### src/logic/output_driver_regs.svh
// Purpose: Offsets, field positions, reset values and timing counts
// Assumes: 100 MHz system clock
// Notes:   Included by output_driver_control only
`ifndef OUTPUT_DRIVER_REGS_SVH
`define OUTPUT_DRIVER_REGS_SVH

`define ADDR_DEVICE_CONTROL      6'h00
`define ADDR_HIGH_SIDE_CONTROL   6'h01
`define ADDR_RECOVERY_CONTROL    6'h02
`define ADDR_RECOVERY_RATE_CTRL  6'h03
`define RESET_CONTROL_WORD       16'h0000
`define BIT_DEVICE_ENABLE        0
`define BIT_RECOVERY_RATE        5
`define BIT_OUTPUT_SEVEN_LOW_RES         15
`define BIT_OUTPUT_SEVEN_HIGH_RES        14
`define BIT_OUTPUT_EIGHT_LOW_RES         13
`define BIT_OUTPUT_EIGHT_HIGH_RES        12
`define BIT_OUTPUT_NINE_ON              11
`define BIT_OUTPUT_TEN_ON             10
`define BIT_OUTPUT_ELEVEN_ON             9
`define BIT_RECOVERY_EN_TOP      15
`define BIT_PWM_GATE_TOP         7
`define CLOCK_HZ                 100000000
`define RECOVERY_HZ_SLOW         1700
`define RECOVERY_HZ_FAST         3000
`define RECOVERY_CYCLES_SLOW     (`CLOCK_HZ / `RECOVERY_HZ_SLOW)
`define RECOVERY_CYCLES_FAST     (`CLOCK_HZ / `RECOVERY_HZ_FAST)

`endif

### src/logic/output_driver_pkg.sv
// Purpose: Types shared by the output driver control logic
// Assumes: Nothing
// Notes:   Numbers live in output_driver_regs.svh
package output_driver_pkg;

  typedef enum logic [1:0] {
    RES_OFF  = 2'b00,
    RES_LOW  = 2'b01,
    RES_HIGH = 2'b10
  } resistance_type;

  typedef struct packed {
    logic [5:0] highSide;
    logic [5:0] lowSide;
  } bridge_drive_type;

  typedef struct packed {
    resistance_type outputSeven;
    resistance_type outputEight;
    logic           outputNine;
    logic           outputTen;
    logic           outputEleven;
  } high_side_drive_type;

endpackage

### src/logic/output_driver_control.sv
// Purpose: Control words 1 and 2 and the output gating they steer
// Assumes: Register port is a decoded frame strobe, synchronous to clk
// Notes:   Frame serialisation and status registers sit outside
`timescale 1ns/1ps
`default_nettype none
`include "output_driver_regs.svh"

// Summary of operation
// - Outputs 7/8 pair: 10 low, 01 high
// - Word 1 bits 11..9 switch outputs 9..11
// - Gated output drives only while PWM high
// - Output 5 uses input B; others A
// - Never both bridge switches on together
// - Over-current sets status, switches output off
// - Recovery enable retries output after rate delay
// - One retry possible with recovery disabled
// - Words at addresses 01h and 02h, read/write
// - Device enable clear wipes both words
// - Rate bit: 0 is 1.7 kHz, 1 is 3 kHz
module output_driver_control
  import output_driver_pkg::*;
#(
  parameter int SLOW_CYCLES = `RECOVERY_CYCLES_SLOW,
  parameter int FAST_CYCLES = `RECOVERY_CYCLES_FAST
) (
  // Clock and reset
  input  wire logic          clk,
  input  wire logic          rst_n,
  // Register port
  input  wire logic          regWrite,
  input  wire logic          regRead,
  input  wire logic [5:0]    regAddress,
  input  wire logic [15:0]   regWriteData,
  output logic [15:0]        regReadData,
  output logic               regReadValid,
  // Device mode and recovery rate from neighbouring registers
  input  wire logic          deviceEnable,
  input  wire logic          recoveryRateFast,
  // Half bridge requests from control word 0
  input  wire bridge_drive_type bridgeRequest,
  // PWM inputs
  input  wire logic          pwm_input_a,
  input  wire logic          pwm_input_b,
  // Over-current events and status
  input  wire logic [5:0]    overcurrentEvent,
  input  wire logic          clearFaults,
  output logic [5:0]         overcurrentStatus,
  // Driver commands
  output bridge_drive_type   half_bridge_outputs,
  output high_side_drive_type highSideOutputs
);

  logic [15:0]      highSideControl;
  logic [15:0]      recoveryControl;
  logic [5:0]       shutOff;
  logic             recoveryTick;
  logic [31:0]      tickCount;
  bridge_drive_type next_bridge;
  high_side_drive_type next_highSide;

  function automatic resistance_type decodePair(input logic lowRes, input logic highRes);
    if (lowRes && !highRes) begin
      return RES_LOW;
    end else if (!lowRes && highRes) begin
      return RES_HIGH;
    end
    return RES_OFF;
  endfunction

  function automatic logic gate(input logic on, input logic gated, input logic pwm);
    return on && (!gated || pwm);
  endfunction

  function automatic logic [31:0] tickLimit(input logic fast);
    return 32'(fast ? FAST_CYCLES : SLOW_CYCLES) - 32'h1;
  endfunction

  // ************************************************************
  // Control word 1
  // ************************************************************
  always_ff @(posedge clk or negedge rst_n) begin
    if (!rst_n) begin
      highSideControl <= `RESET_CONTROL_WORD;
    end else if (!deviceEnable) begin
      highSideControl <= `RESET_CONTROL_WORD;
    end else if (regWrite && regAddress == `ADDR_HIGH_SIDE_CONTROL) begin
      highSideControl <= regWriteData;
    end
  end

  // ************************************************************
  // Control word 2
  // ************************************************************
  always_ff @(posedge clk or negedge rst_n) begin
    if (!rst_n) begin
      recoveryControl <= `RESET_CONTROL_WORD;
    end else if (!deviceEnable) begin
      recoveryControl <= `RESET_CONTROL_WORD;
    end else if (regWrite && regAddress == `ADDR_RECOVERY_CONTROL) begin
      recoveryControl <= regWriteData;
    end
  end

  // ************************************************************
  // Read valid
  // ************************************************************
  always_ff @(posedge clk or negedge rst_n) begin
    if (!rst_n) begin
      regReadValid <= 1'b0;
    end else begin
      regReadValid <= regRead;
    end
  end

  // ************************************************************
  // Read data
  // ************************************************************
  always_ff @(posedge clk or negedge rst_n) begin
    if (!rst_n) begin
      regReadData <= 16'h0000;
    end else if (regRead) begin
      unique case (regAddress)
        `ADDR_HIGH_SIDE_CONTROL: regReadData <= highSideControl;
        `ADDR_RECOVERY_CONTROL:  regReadData <= recoveryControl;
        default:                 regReadData <= 16'h0000;
      endcase
    end
  end

  // ************************************************************
  // Recovery rate counter
  // ************************************************************
  always_ff @(posedge clk or negedge rst_n) begin
    if (!rst_n) begin
      tickCount <= 32'h00000000;
    end else if (tickCount >= tickLimit(recoveryRateFast)) begin
      tickCount <= 32'h00000000;
    end else begin
      tickCount <= tickCount + 32'h1;
    end
  end

  // ************************************************************
  // Recovery rate tick
  // ************************************************************
  always_ff @(posedge clk or negedge rst_n) begin
    if (!rst_n) begin
      recoveryTick <= 1'b0;
    end else begin
      recoveryTick <= (tickCount >= tickLimit(recoveryRateFast));
    end
  end

  // ************************************************************
  // Per-bridge over-current handling
  // ************************************************************
  for (genvar i = 0; i < 6; i++) begin : g_bridge
    overcurrent_recovery u_recovery (
      .clk              (clk),
      .rst_n            (rst_n),
      .recoveryEnable   (recoveryControl[`BIT_RECOVERY_EN_TOP - i]),
      .recoveryTick     (recoveryTick),
      .clearFault       (clearFaults || !deviceEnable),
      .overcurrentEvent (overcurrentEvent[5 - i]),
      .overcurrentStatus(overcurrentStatus[5 - i]),
      .shutOff          (shutOff[5 - i])
    );
  end

  // ************************************************************
  // Output gating
  // ************************************************************
  always_comb begin
    logic pwmSel;
    logic gateHigh;
    logic gateLow;
    pwmSel = 1'b0;
    gateHigh = 1'b0;
    gateLow = 1'b0;
    next_bridge = '0;
    for (int i = 0; i < 6; i++) begin
      pwmSel = (i == 4) ? pwm_input_b : pwm_input_a;
      gateHigh = gate(bridgeRequest.highSide[5 - i], recoveryControl[`BIT_PWM_GATE_TOP - i],
                      pwmSel);
      gateLow = gate(bridgeRequest.lowSide[5 - i], recoveryControl[`BIT_PWM_GATE_TOP - i],
                     pwmSel);
      if (!shutOff[5 - i] && !(gateHigh && gateLow)) begin
        next_bridge.highSide[5 - i] = gateHigh;
        next_bridge.lowSide[5 - i] = gateLow;
      end
    end
    next_highSide.outputSeven = decodePair(highSideControl[`BIT_OUTPUT_SEVEN_LOW_RES],
                                           highSideControl[`BIT_OUTPUT_SEVEN_HIGH_RES]);
    next_highSide.outputEight = decodePair(highSideControl[`BIT_OUTPUT_EIGHT_LOW_RES],
                                           highSideControl[`BIT_OUTPUT_EIGHT_HIGH_RES]);
    next_highSide.outputNine = highSideControl[`BIT_OUTPUT_NINE_ON];
    next_highSide.outputTen = highSideControl[`BIT_OUTPUT_TEN_ON];
    next_highSide.outputEleven = highSideControl[`BIT_OUTPUT_ELEVEN_ON];
  end

  // ************************************************************
  // Registered bridge commands
  // ************************************************************
  always_ff @(posedge clk or negedge rst_n) begin
    if (!rst_n) begin
      half_bridge_outputs <= '0;
    end else begin
      half_bridge_outputs <= next_bridge;
    end
  end

  // ************************************************************
  // Registered high-side commands
  // ************************************************************
  always_ff @(posedge clk or negedge rst_n) begin
    if (!rst_n) begin
      highSideOutputs <= '0;
    end else begin
      highSideOutputs <= next_highSide;
    end
  end

endmodule
`default_nettype wire

### src/logic/overcurrent_recovery.sv
// Purpose: Over-current latch and timed recovery for one half bridge
// Assumes: Recovery tick is a single-cycle pulse at the recovery rate
// Notes:   A recovery is a shutdown until the next tick, then retry
`timescale 1ns/1ps
`default_nettype none
module overcurrent_recovery (
  // Clock and reset
  input  wire logic clk,
  input  wire logic rst_n,
  // Control
  input  wire logic recoveryEnable,
  input  wire logic recoveryTick,
  input  wire logic clearFault,
  // Event and state
  input  wire logic overcurrentEvent,
  output logic      overcurrentStatus,
  output logic      shutOff
);

  logic pendingRetry;

  // ************************************************************
  // Shutdown and retry
  // ************************************************************
  always_ff @(posedge clk or negedge rst_n) begin
    if (!rst_n) begin
      shutOff      <= 1'b0;
      pendingRetry <= 1'b0;
    end else if (overcurrentEvent) begin
      shutOff      <= 1'b1;
      pendingRetry <= 1'b1;
    end else if (clearFault) begin
      shutOff      <= 1'b0;
      pendingRetry <= 1'b0;
    end else if (recoveryTick && shutOff && (recoveryEnable || pendingRetry)) begin
      shutOff      <= 1'b0;
      pendingRetry <= 1'b0;
    end
  end

  // ************************************************************
  // Sticky status, set wins over clear
  // ************************************************************
  always_ff @(posedge clk or negedge rst_n) begin
    if (!rst_n) begin
      overcurrentStatus <= 1'b0;
    end else if (overcurrentEvent) begin
      overcurrentStatus <= 1'b1;
    end else if (clearFault) begin
      overcurrentStatus <= 1'b0;
    end
  end

endmodule
`default_nettype wire

### config.mk
export PLATFORM = sky130hd
export DESIGN_NAME = output_driver_control
export DESIGN_NICKNAME = d
export VERILOG_FILES = /design/src/logic/output_driver_pkg.sv /design/src/logic/output_driver_control.sv /design/src/logic/overcurrent_recovery.sv
export VERILOG_INCLUDE_DIRS = /design/src /design/src/logic
export SDC_FILE = /design/constraint.sdc
export NUM_CORES = 1
export LEC_CHECK = 0
export BUFFER_PORTS_ARGS = -buffer_cell sky130_fd_sc_hd__buf_2
export CORE_UTILIZATION = 50
export DETAILED_ROUTE_END_ITERATION = 10
export GPL_TIMING_DRIVEN = 0
export PLACE_DENSITY_LB_ADDON = 0.3
export SKIP_CTS_REPAIR_TIMING = 1
export SYNTH_ARGS = -nofsm -noshare
export SYNTH_HDL_FRONTEND = slang
export SYNTH_SLANG_ARGS = --single-unit
### constraint.sdc
create_clock -name clk -period 2.2 [get_ports clk]
set_clock_uncertainty 0.15 [all_clocks]
set_input_delay 0.22 -clock clk [delete_from_list [all_inputs] [get_ports clk]]
set_output_delay 0.22 -clock clk [all_outputs]
set_load 0.005 [all_outputs]
Word level (Yosys, flattened, before mapping)
Index checks and enable logic that the tools add are counted.
Widths: inputs -> output; s select.
{"block": "word_totals", "inputBits": 49, "word_cells": 176, "ff_bits": 113, "output_inout_bits": 42}
{"block": "op_classes", "add_sub_neg": 2, "n_mux": 54, "n_eq_ne": 4, "reduce_logical": 90, "magnitude_cmp": 1}
{"op": "$mux 16", "n": 4}
{"op": "$logic_and 1x1->1", "n": 42}
{"op": "$mux 1", "n": 41}
{"op": "$add 32x1->32 const B", "n": 1}
{"op": "$ge 32x32->1", "n": 1}
{"op": "$mux 32", "n": 1}
{"op": "$pmux 16 s2", "n": 1}
{"op": "$logic_not 1->1", "n": 23}
{"op": "$reduce_bool 3->1", "n": 6}
{"op": "$sub 16x1->17 const B", "n": 1}
{"op": "$mux 15", "n": 1}
{"op": "$logic_or 1x1->1", "n": 13}
{"op": "$mux 2", "n": 6}
{"op": "$reduce_bool 2->1", "n": 6}
{"op": "$eq 6x1->1 const B", "n": 1}
{"op": "$eq 6x2->1 const B", "n": 1}
{"op": "$ne 2x1->1 const B", "n": 2}

Longest topological paths before layout
Gate-level depths: netlist of the first run.
{"block": "depth", "ltp_word": 7, "depth_mapped": 7, "ltp_nobuf": 6}

Hierarchy
From an unflattened synthesis of the first run, not the netlist that was laid out.
{"block": "hier_totals", "hier_cells": 432, "hier_area_um2": 4800.9}
{"mod": "output_driver_control", "cells_each": 396, "seq_area_each_um2": 2527.4, "n_inst": 1, "area_each_um2": 4365.4}
{"mod": "overcurrent_recovery", "cells_each": 6, "seq_area_each_um2": 50.0, "n_inst": 6, "area_each_um2": 72.6}

Worst setup path before layout of the first run
No wires, ideal clock.
{"block": "synth_path", "path_kind": "reg-to-reg", "from": "reg tickCount[9]", "to": "reg tickCount[10]", "setup_slack_ns": 0.270, "synth_period_minus_slack_ns": 1.930, "t_required_ns": 1.964, "setup_time_ns": 0.086, "path_buffers": 1, "arrival_ns": 1.693, "path_stages_with_launch": 7, "path_cell_list": "dfrtp_1 > ha_1 > a21o_1 > a211oi_1 > o2111ai_2 > buf_2 > nor3_1"}
{"block": "synth_via", "elab_chain_len": 2, "word_cells_on_any_way": 3, "classes_between": "add/sub: 1; order compare: 1; mux: 1"}
{"item": "from (decl)", "line": "output_driver_control.sv:57", "text": "logic [31:0] tickCount;"}
{"item": "from (signal assigned)", "line": "output_driver_control.sv:139", "text": "tickCount <= tickCount + 32'h1;"}
{"item": "$add 32x1->32 or $ge 32x32->1 (tied branches)", "line": "output_driver_control.sv:139, output_driver_control.sv:136"}
{"item": "$mux 32 *", "line": "output_driver_control.sv:136", "text": "end else if (tickCount >= tickLimit(recoveryRateFast)) begin"}
Every way passes the cells marked *; elsewhere a longest branch is shown, timed or not.
A chain may end at the register's enable or synchronous reset.

==> results of run 1 <==
-- layout make-up --
| class | count | area share |
|---|---|---|
| Antenna cell | 1 | 0.000380 |
| Buffer | 26 | 0.0243 |
| Clock buffer | 21 | 0.0697 |
| Clock inverter | 10 | 0.0239 |
| Inverter | 6 | 0.00342 |
| Multi-Input combinational cell | 294 | 0.281 |
| Sequential cell | 113 | 0.429 |
| Tap cell | 129 | 0.0245 |
| Timing Repair Buffer | 138 | 0.144 |
-- flip-flops by register name (all words and copies together), names as in the netlist --
| name | cells |
|---|---|
| tickCount | 32 |
| highSideControl | 16 |
| recoveryControl | 16 |
| regReadData | 16 |
| half_bridge_outputs | 12 |
| highSideOutputs | 7 |
| g_bridge.u_recovery.overcurrentStatus | 6 |
| g_bridge.u_recovery.shutOff | 4 |
| g_bridge.u_recovery.pendingRetry | 2 |
| recoveryTick | 1 |
| regReadValid | 1 |
-- worst register-to-register path, cell delays in order (launching register included) --
cell      delay, ns
dfrtp_1        0.38
inv_1          0.06
ha_1           0.29
and3b_1        0.20
o31ai_1        0.28
a311oi_2       0.15
buf_4          0.18
or2_2          0.29
-- cell families (layout without fill, tap and decap cells) --
logic type / after synthesis / count (layout) / share of synthesized area
other: 1 / 16 / 0.000781
buffers and inverters: 32 / 201 / 0.0380
adder cells (fa/ha/maj): 11 / 11 / 0.0287
XOR/XNOR: 13 / 13 / 0.0237
AO/OA/AOI/OAI: 95 / 95 / 0.138
AND/OR/NAND/NOR: 160 / 160 / 0.182
flip-flops: 113 / 113 / 0.589
-- power breakdown --
group | total (uW) | switching (uW) | internal, uW
Clock | 2840 | 922 | 1920
Combinational | 348 | 178 | 170
Sequential | 2170 | 29.3 | 2140
-- worst min path at each step --
stage	from	to	slack [ns]	cells past startpoint
2_1_floorplan	rst_n	g_bridge[0].u_recovery.overcurrentStatus$_DFFE_PN0P_	-0.23	0
3_3_place_gp	regRead	regReadValid$_DFF_PN0_	0.26	1
3_5_place_dp	rst_n	half_bridge_outputs[6]$_DFF_PN0_	0.11	1
4_1_cts	rst_n	half_bridge_outputs[6]$_DFF_PN0_	-0.42	1
5_1_grt	regWrite	recoveryControl[0]$_DFFE_PN0P_	0.002	3
6_report	regWrite	recoveryControl[0]$_DFFE_PN0P_	-0.04	3
-- cell usage in the layout, fill, tap and decap left out, types with 4 or more instances in the layout --
master | synthesis | routed
inv_1 | 6 | 6
nand2_1 | 37 | 37
nor2_1 | 21 | 21
xnor2_1 | 11 | 11
a21boi_1 | 30 | 30
nand4_1 | 4 | 4
dlygate4sd3_1 | 0 | 45
a21oi_1 | 24 | 24
nand3_1 | 38 | 38
clkinv_2 | 0 | 4
clkbuf_1 | 8 | 9
nand4b_1 | 4 | 4
clkbuf_16 | 0 | 16
buf_2 | 5 | 93
and3b_1 | 13 | 13
dfrtp_1 | 113 | 113
ha_1 | 11 | 11
nor4_1 | 8 | 8
a22oi_1 | 16 | 16
nor2b_1 | 7 | 7
nor3_1 | 15 | 15
clkbuf_8 | 0 | 4
a21o_1 | 15 | 15
buf_4 | 9 | 13
conb_1 | 1 | 15
bufinv_16 | 0 | 4
-- layer usage --
| layer | global-route usage | share of wire |
|---|---|---|
| met1 | 0.322 | 0.40 |
| met3 | 0.0564 | 0.056 |
| met2 | 0.392 | 0.52 |
| met5 | 0 | 0 |
| met4 | 0.106 | 0.019 |
-- per-stage QoR --
stage / total power (uW) / area, um^2
after floorplan: 2310 / 4850
after global routing: 5520 / 6590
after CTS: 5310 / 6110
final: 5350 / 6590
after global placement: 2460 / 5460
after detailed placement: 2480 / 5490
==> flow_metrics.tcl, run 1 <==
set metrics [dict create \
    status "finished with violations" \
    violations "hold timing" \
    regArea_mm2 0.00283 \
    syn2layout_area_growth_pct 37.2 \
    period_share 0.951 \
    die-area_mm2 0.0100 \
    synth_most_common_cell "dfrtp_1" \
    std_cell_rows 35 \
    synth_top_area_frac 0.589 \
    cpPeakStageDelay_ns 0.38 \
    vias 4008 \
    drive_above_1_share 0.243 \
    vias_per_cell 5.43 \
    cts_buffer_depth 2 \
    r2r_start "tickCount[1]$_DFF_PN0_" \
    initial_core_util 0.517 \
    yosys-top-cells-count "113 x dfrtp_1, 38 x nand3_1, 37 x nand2_1, 30 x a21boi_1, 24 x a21oi_1" \
    avgSynthCellArea_um2 11.3 \
    wl_mm 12.5 \
    rrSetupSlack_ns 0.11 \
    clock.fmax_ghz 0.478 \
    ant_nets 0 \
    endpoint "recoveryTick$_DFF_PN0_" \
    die_w_um 100 \
    grt_max_degree 70 \
    synth_area_leader_cell "dfrtp_1" \
    r2r_end "recoveryTick$_DFF_PN0_" \
    route.detailed.wl_per_inst_um 16.9 \
    clkLatencyLatePin_ns 0.51 \
    finalMaxSlewViolations 0 \
    htreeDepth 4 \
    antenna_found_initial 1 \
    core_mm2 0.00928 \
    setup_viol 0 \
    synth_area_leaders "dfrtp_1 59%, a21boi_1 4.7%, nand3_1 4.0%, nand2_1 2.9%, ha_1 2.9%" \
    rsz0062_at_grt "no" \
    grt_pass1_wl_mm 18.5 \
    globalRouteTotalUtil 0.245 \
    cts_sinks 113 \
    cp.required_ns 2.44 \
    setup_slack_ns 0.109 \
    max_cap_violations 0 \
    io_buffers 89 \
    tns_ns 0 \
    gp_congestion 0.845 \
    post-place-cells 658 \
    path_cells "inv_1 -> ha_1 -> and3b_1 -> o31ai_1 -> a311oi_2 -> buf_4 -> or2_2" \
    grt_overflow 0 \
    fin_nets 656 \
    die_y_um 100 \
    cp_top_family "simple AND/OR/NAND/NOR gates" \
    final_util 0.710 \
    period_minus_slack_ns 2.09 \
    ys_ff_latch 113 \
    slew_headroom 0.599 \
    critPathSlowestCell "dfrtp_1" \
    crit_cells 7 \
    startpoint_type "flop" \
    ios 91 \
    arrival_ns 2.33 \
    final_cell_count_no_fill 738 \
    hpwl_mm 7.38 \
    critPathMaxFanout 6 \
    crit_type "flop to flop" \
    power_density_mw_per_mm2 813 \
    synth_edf_count 0 \
    crit_buf_inv 2 \
    syn_area_mm2 0.00480 \
    hold_violations 2 \
    hold_ws_ns -0.0445 \
    netlist_instances 425 \
    remaining_drc_errors 0 \
    irDropWorstVdd_mv 0.446 \
    pre_cts_ws_ns -0.0837 \
    cts_tree "yes" \
    synth_cell_types 39 \
    first_pass_iters 5 \
    r2r.worst_path.cells 7 \
    cts_root_buffer "clkbuf_8" \
    tightest_slew_ns 0.600 \
    crit_start "tickCount[1]$_DFF_PN0_" \
    fillers 662 \
    path_clk_slew_ns 0.06 \
    grt_pass1_vias 3718 \
    cts_made_buffers 17 \
    ys_async_sr_fraction 1.00 \
    ys.flop_type "dfrtp_1" \
    multi_input_area_mm2 0.00185 \
    drt_first_iter_violations 242 \
    leakage_uw 0.00313 \
    crit_path_end_kind "flop" \
    hold_path_class "input port to flop" \
    yosys_warnings 0 \
    ys_seq_area_frac 0.589 \
]
No activity file was read; power rests on OpenSTA's default activity.
==> run 2, diff against run 1 <==
- CORE_ASPECT_RATIO: not set -> 0.9
- SETUP_SLACK_MARGIN: not set -> 0.15
==> flow_metrics.tcl, run 2 (synthesis gave the netlist of run 1 again) <==
set metrics [dict create \
    total_power_uw 5010 \
    clkLatencyLatePin_ns 0.52 \
    die-area_mm2 0.0100 \
    first_pass_iters 4 \
    wl_mm 12.2 \
    swShare 0.227 \
    cpPeakStageDelay_ns 0.45 \
    grt_pass1_vias 3759 \
    crit_path_end_kind "flop" \
    crit_start "tickCount[5]$_DFF_PN0_" \
    path_clk_slew_ns 0.06 \
    cts_made_buffers 17 \
    grt_max_degree 61 \
    p_int_uw 3870 \
    cts_root_buffer "clkbuf_8" \
    p_clk_frac 0.498 \
    period_minus_slack_ns 2.02 \
    ios 91 \
    status "complete, no violations" \
    cts_buffer_depth 2 \
    slew_headroom 0.478 \
    leakage_uw 0.00311 \
    die_y_um 95.0 \
    power_density_mw_per_mm2 763 \
    use_met3 0.0676 \
    grt_overflow 0 \
    route.detailed.wl_per_inst_um 16.5 \
    die_w_um 105 \
    use_met2 0.379 \
    drt_first_iter_violations 275 \
    power.switching_uw 1140 \
    setup_viol 0 \
    arrival_ns 2.27 \
    worstHoldStart "regAddress[4]" \
    antenna_found_initial 0 \
    r2r_start "tickCount[5]$_DFF_PN0_" \
    vias_per_cell 5.40 \
    remaining_drc_errors 0 \
    cts_sinks 113 \
    vias 3972 \
    syn2layout_area_growth_pct 36.8 \
    startpoint_type "flop" \
    grt_pass1_wl_mm 17.8 \
    globalRouteTotalUtil 0.234 \
    initial_core_util 0.522 \
    critPathSlowestCell "dfrtp_1" \
    std_cell_rows 33 \
    antennaDiodeCount 0 \
    final_util 0.713 \
    period_share 0.920 \
    largest_reg_flops 32 \
    final_common_cell "dfrtp_1" \
    crit_type "flop to flop" \
    clock.fmax_ghz 0.494 \
    hold_path_class "input port to flop" \
    fin_nets 662 \
    cp_top_family "flip-flops" \
    crit_buf_inv 1 \
    cts_tree "yes" \
    io_buffers 89 \
    hold_violations 0 \
    cp.required_ns 2.44 \
    critPathMaxFanout 10 \
    tightest_slew_ns 0.783 \
    met1_usage 0.306 \
    core_mm2 0.00921 \
    drive_above_1_share 0.254 \
    htreeDepth 4 \
    rsz0062_at_grt "yes" \
    finalMaxSlewViolations 0 \
    gp_congestion 0.844 \
    irDropWorstVdd_mv 0.546 \
    seq_power_share 0.432 \
    hpwl_mm 7.43 \
    layout.cells.most_common_list "111 x dfrtp_1, 92 x buf_2, 47 x dlygate4sd3_1" \
    path_cells "ha_1 -> and4_1 -> o31ai_2 -> a311oi_2 -> buf_4 -> nor3_1" \
    ant_nets 0 \
    grt.busiest_layer "met2" \
    top_register "tickCount" \
    combinationalPowerShare 0.070 \
    max_cap_violations 0 \
]
-- run 2: worst paths after layout --
path	depth (start not counted)	end	slack (ns)
max	6	tickCount[14]$_DFF_PN0_	0.18
min	5	recoveryControl[0]$_DFFE_PN0P_	0.03
max reg2reg	6	tickCount[14]$_DFF_PN0_	0.18
min reg2reg	0	highSideOutputs[2]$_DFF_PN0_	0.26
max in group asynchronous	3	tickCount[17]$_DFF_PN0_	0.99
min in group asynchronous	2	highSideOutputs[4]$_DFF_PN0_	0.17
-- run 2: area by class of cell --
class                   count  area (um^2)
plain buffers              26          163
clock inverters            11         88.8
well taps                 122          153
flip-flops and latches    113         2830
clock buffers              20          455
repair buffers            144          998
inverters                   6         22.5
fillers                   643         2640
multi-input cells         294         1860
-- run 2: power by group through the flow --
stage | registers, uW | logic, uW | clock network (uW)
finish | 2170 | 349 | 2500
floorplan | 2200 | 105 | 0
global placement | 2200 | 265 | 0
CTS | 2170 | 282 | 2520
global route | 2170 | 384 | 2630
detailed placement | 2200 | 280 | 0
-- run 2: per-layer routing --
metal / routed length, um / part of all wire / vias to the layer above
met3: 686 / 0.056 / 8
met2: 6290 / 0.52 / 119
met1: 5100 / 0.42 / 1992
met4: 89 / 0.0073 / 0
li1: - / - / 1853
met5: 0 / 0 / -
-- run 2: through the flow --
step	area, um^2	setup TNS [ns]	worst slack, ns	hold WS, ns	instances
after floorplan	4850	0	0.270	-0.226	439
after global placement	5450	-55.59	-0.497	0.242	650
after detailed placement	5480	-1.29	-0.149	0.193	651
after CTS	6030	-0.693	-0.0818	-0.350	682
after global routing	6570	0	0.116	0.0547	736
final	6570	0	0.176	0.0328	736
-- run 2: worst reg2reg max path, cell delays in order, from the launching register on --
cell	delay (ns)
dfrtp_1	0.45
ha_1	0.33
and4_1	0.23
o31ai_2	0.09
a311oi_2	0.33
buf_4	0.25
nor3_1	0.08
==> run 3, diff against run 2 <==
- REMOVE_ABC_BUFFERS: not set -> 1
==> flow_metrics.tcl, run 3 (synthesis gave the netlist of run 1 again) <==
set metrics [dict create \
    status "complete, no violations" \
    path_cells "ha_1 -> a21o_1 -> a211oi_4 -> o2111ai_4 -> buf_4 -> nor3_1" \
    hpwl_mm 6.37 \
    finalMaxSlewViolations 0 \
    globalRouteTotalUtil 0.216 \
    startpoint_type "flop" \
    fin_nets 640 \
    path_clk_slew_ns 0.05 \
    irDropWorstVdd_mv 0.501 \
    min_to "g_bridge[2].u_recovery.overcurrentStatus$_DFFE_PN0P_" \
    setup_slack_ns 0.114 \
    critPathSlowestCell "dfrtp_2" \
    cp.required_ns 2.45 \
    top_register "tickCount" \
    remaining_drc_errors 0 \
    grt_max_degree 58 \
    critPathMaxFanout 7 \
    period_share 0.948 \
    first_pass_iters 5 \
    period_minus_slack_ns 2.09 \
    clock.fmax_ghz 0.479 \
    hold_path_class "input port to flop" \
    cts_tree "yes" \
    rrSetupSlack_ns 0.11 \
    tightest_slew_ns 0.880 \
    drt_first_iter_violations 247 \
    largest_reg_flops 32 \
    arrival_ns 2.34 \
    cts_root_buffer "clkbuf_8" \
    grt_overflow 0 \
    route.detailed.wl_per_inst_um 17.3 \
    cts_made_buffers 17 \
    grt_pass1_vias 3535 \
    leakage_uw 0.00309 \
    gp_congestion 0.759 \
    setup_viol 0 \
    wl_mm 12.3 \
    std_cell_rows 33 \
    r2r.worst_path.cells 6 \
    syn2layout_area_growth_pct 37.8 \
    final_common_cell "dfrtp_1" \
    cpPeakStageDelay_ns 0.47 \
    vias_per_cell 5.60 \
    initial_core_util 0.522 \
    htreeDepth 4 \
    ant_nets 0 \
    antenna_found_initial 0 \
    clkLatencyLatePin_ns 0.51 \
    r2r_end "tickCount[2]$_DFF_PN0_" \
    vias 3984 \
    crit_type "flop to flop" \
    hold_violations 0 \
    rsz0062_at_grt "no" \
    drive_above_1_share 0.251 \
    layout.cells.most_common_list "110 x dfrtp_1, 89 x buf_2, 42 x dlygate4sd3_1" \
    slew_headroom 0.410 \
    core_mm2 0.00921 \
    r2r_start "tickCount[8]$_DFF_PN0_" \
    ios 91 \
    power_density_mw_per_mm2 809 \
    worstHoldStart "clearFaults" \
    max_cap_violations 0 \
    holdPathStages 3 \
    io_buffers 90 \
    grt_pass1_wl_mm 16.4 \
    pre_cts_ws_ns -0.441 \
    cts_sinks 113 \
    die_y_um 95.0 \
    cts_buffer_depth 2 \
    die_w_um 105 \
    total_power_uw 5360 \
    crit_path_end_kind "flop" \
    antennaDiodeCount 0 \
    die-area_mm2 0.0100 \
]
-- run 3: changes by cell type in the layout (fill, tap and decap cells not counted), moves of 3 or more --
| cell | before | now |
|---|---|---|
| dlygate4sd3_1 | 47 | 42 |
| clkbuf_1 | 8 | 2 |
| buf_4 | 18 | 10 |
| bufinv_16 | 1 | 4 |
| buf_2 | 92 | 89 |
| clkinv_2 | 7 | 1 |
-- run 3: layout make-up --
cell class                      count  area (um^2)
Tap cell                          122          153
Multi-Input combinational cell    297         1990
Timing Repair Buffer              145         1010
Inverter                            6         22.5
Fill cell                         623         2590
Clock buffer                       24          490
Clock inverter                      5          125
Sequential cell                   113         2830
-- run 3: metal layers --
layer | routed length (um) | global-route usage
met3 | 557 | 0.0663
met1 | 5120 | 0.261
met4 | 227 | 0.101
met2 | 6390 | 0.359
met5 | 0 | 0
-- run 3: through the flow --
stage / area, um^2 / std cells / hold slack, ns / setup TNS (ns) / util
floorplan: 4690 / 413 / -0.226 / 0 / -
global placement: 5300 / 625 / 0.236 / -76.47 / 0.575
detailed placement: 5330 / 626 / 0.184 / -20.90 / 0.579
CTS: 5940 / 655 / -0.355 / -3.52 / 0.645
global route: 6620 / 712 / 0.00798 / 0 / 0.719
finish: 6620 / 712 / 0.00412 / 0 / 0.719
-- run 3: critical path: cells and delay by family, from the launching register on --
kind | cells | cell delay, ns
buffers and inverters | 1 | 0.21
adder cells (fa/ha/maj) | 1 | 0.21
flip-flops | 1 | 0.47
AO/OA/AOI/OAI | 3 | 0.74
AND/OR/NAND/NOR | 1 | 0.21
-- run 3: report_power, final --
group          switching [uW]  total [uW]  internal, uW
sequential               29.5        2170          2140
combinational             169         325           156
clock                     892        2860          1970
-- run 3: worst max path at each step --
stage,from,to,depth (start not counted)
after floorplan,tickCount[9]$_DFF_PN0_,recoveryTick$_DFF_PN0_,5
after global routing,tickCount[8]$_DFF_PN0_,tickCount[2]$_DFF_PN0_,6
final,tickCount[8]$_DFF_PN0_,tickCount[2]$_DFF_PN0_,6
after CTS,tickCount[5]$_DFF_PN0_,tickCount[5]$_DFF_PN0_,5
after global placement,rst_n,half_bridge_outputs[5]$_DFF_PN0_,1
after detailed placement,regAddress[3],regReadData[0]$_DFFE_PN0P_,5
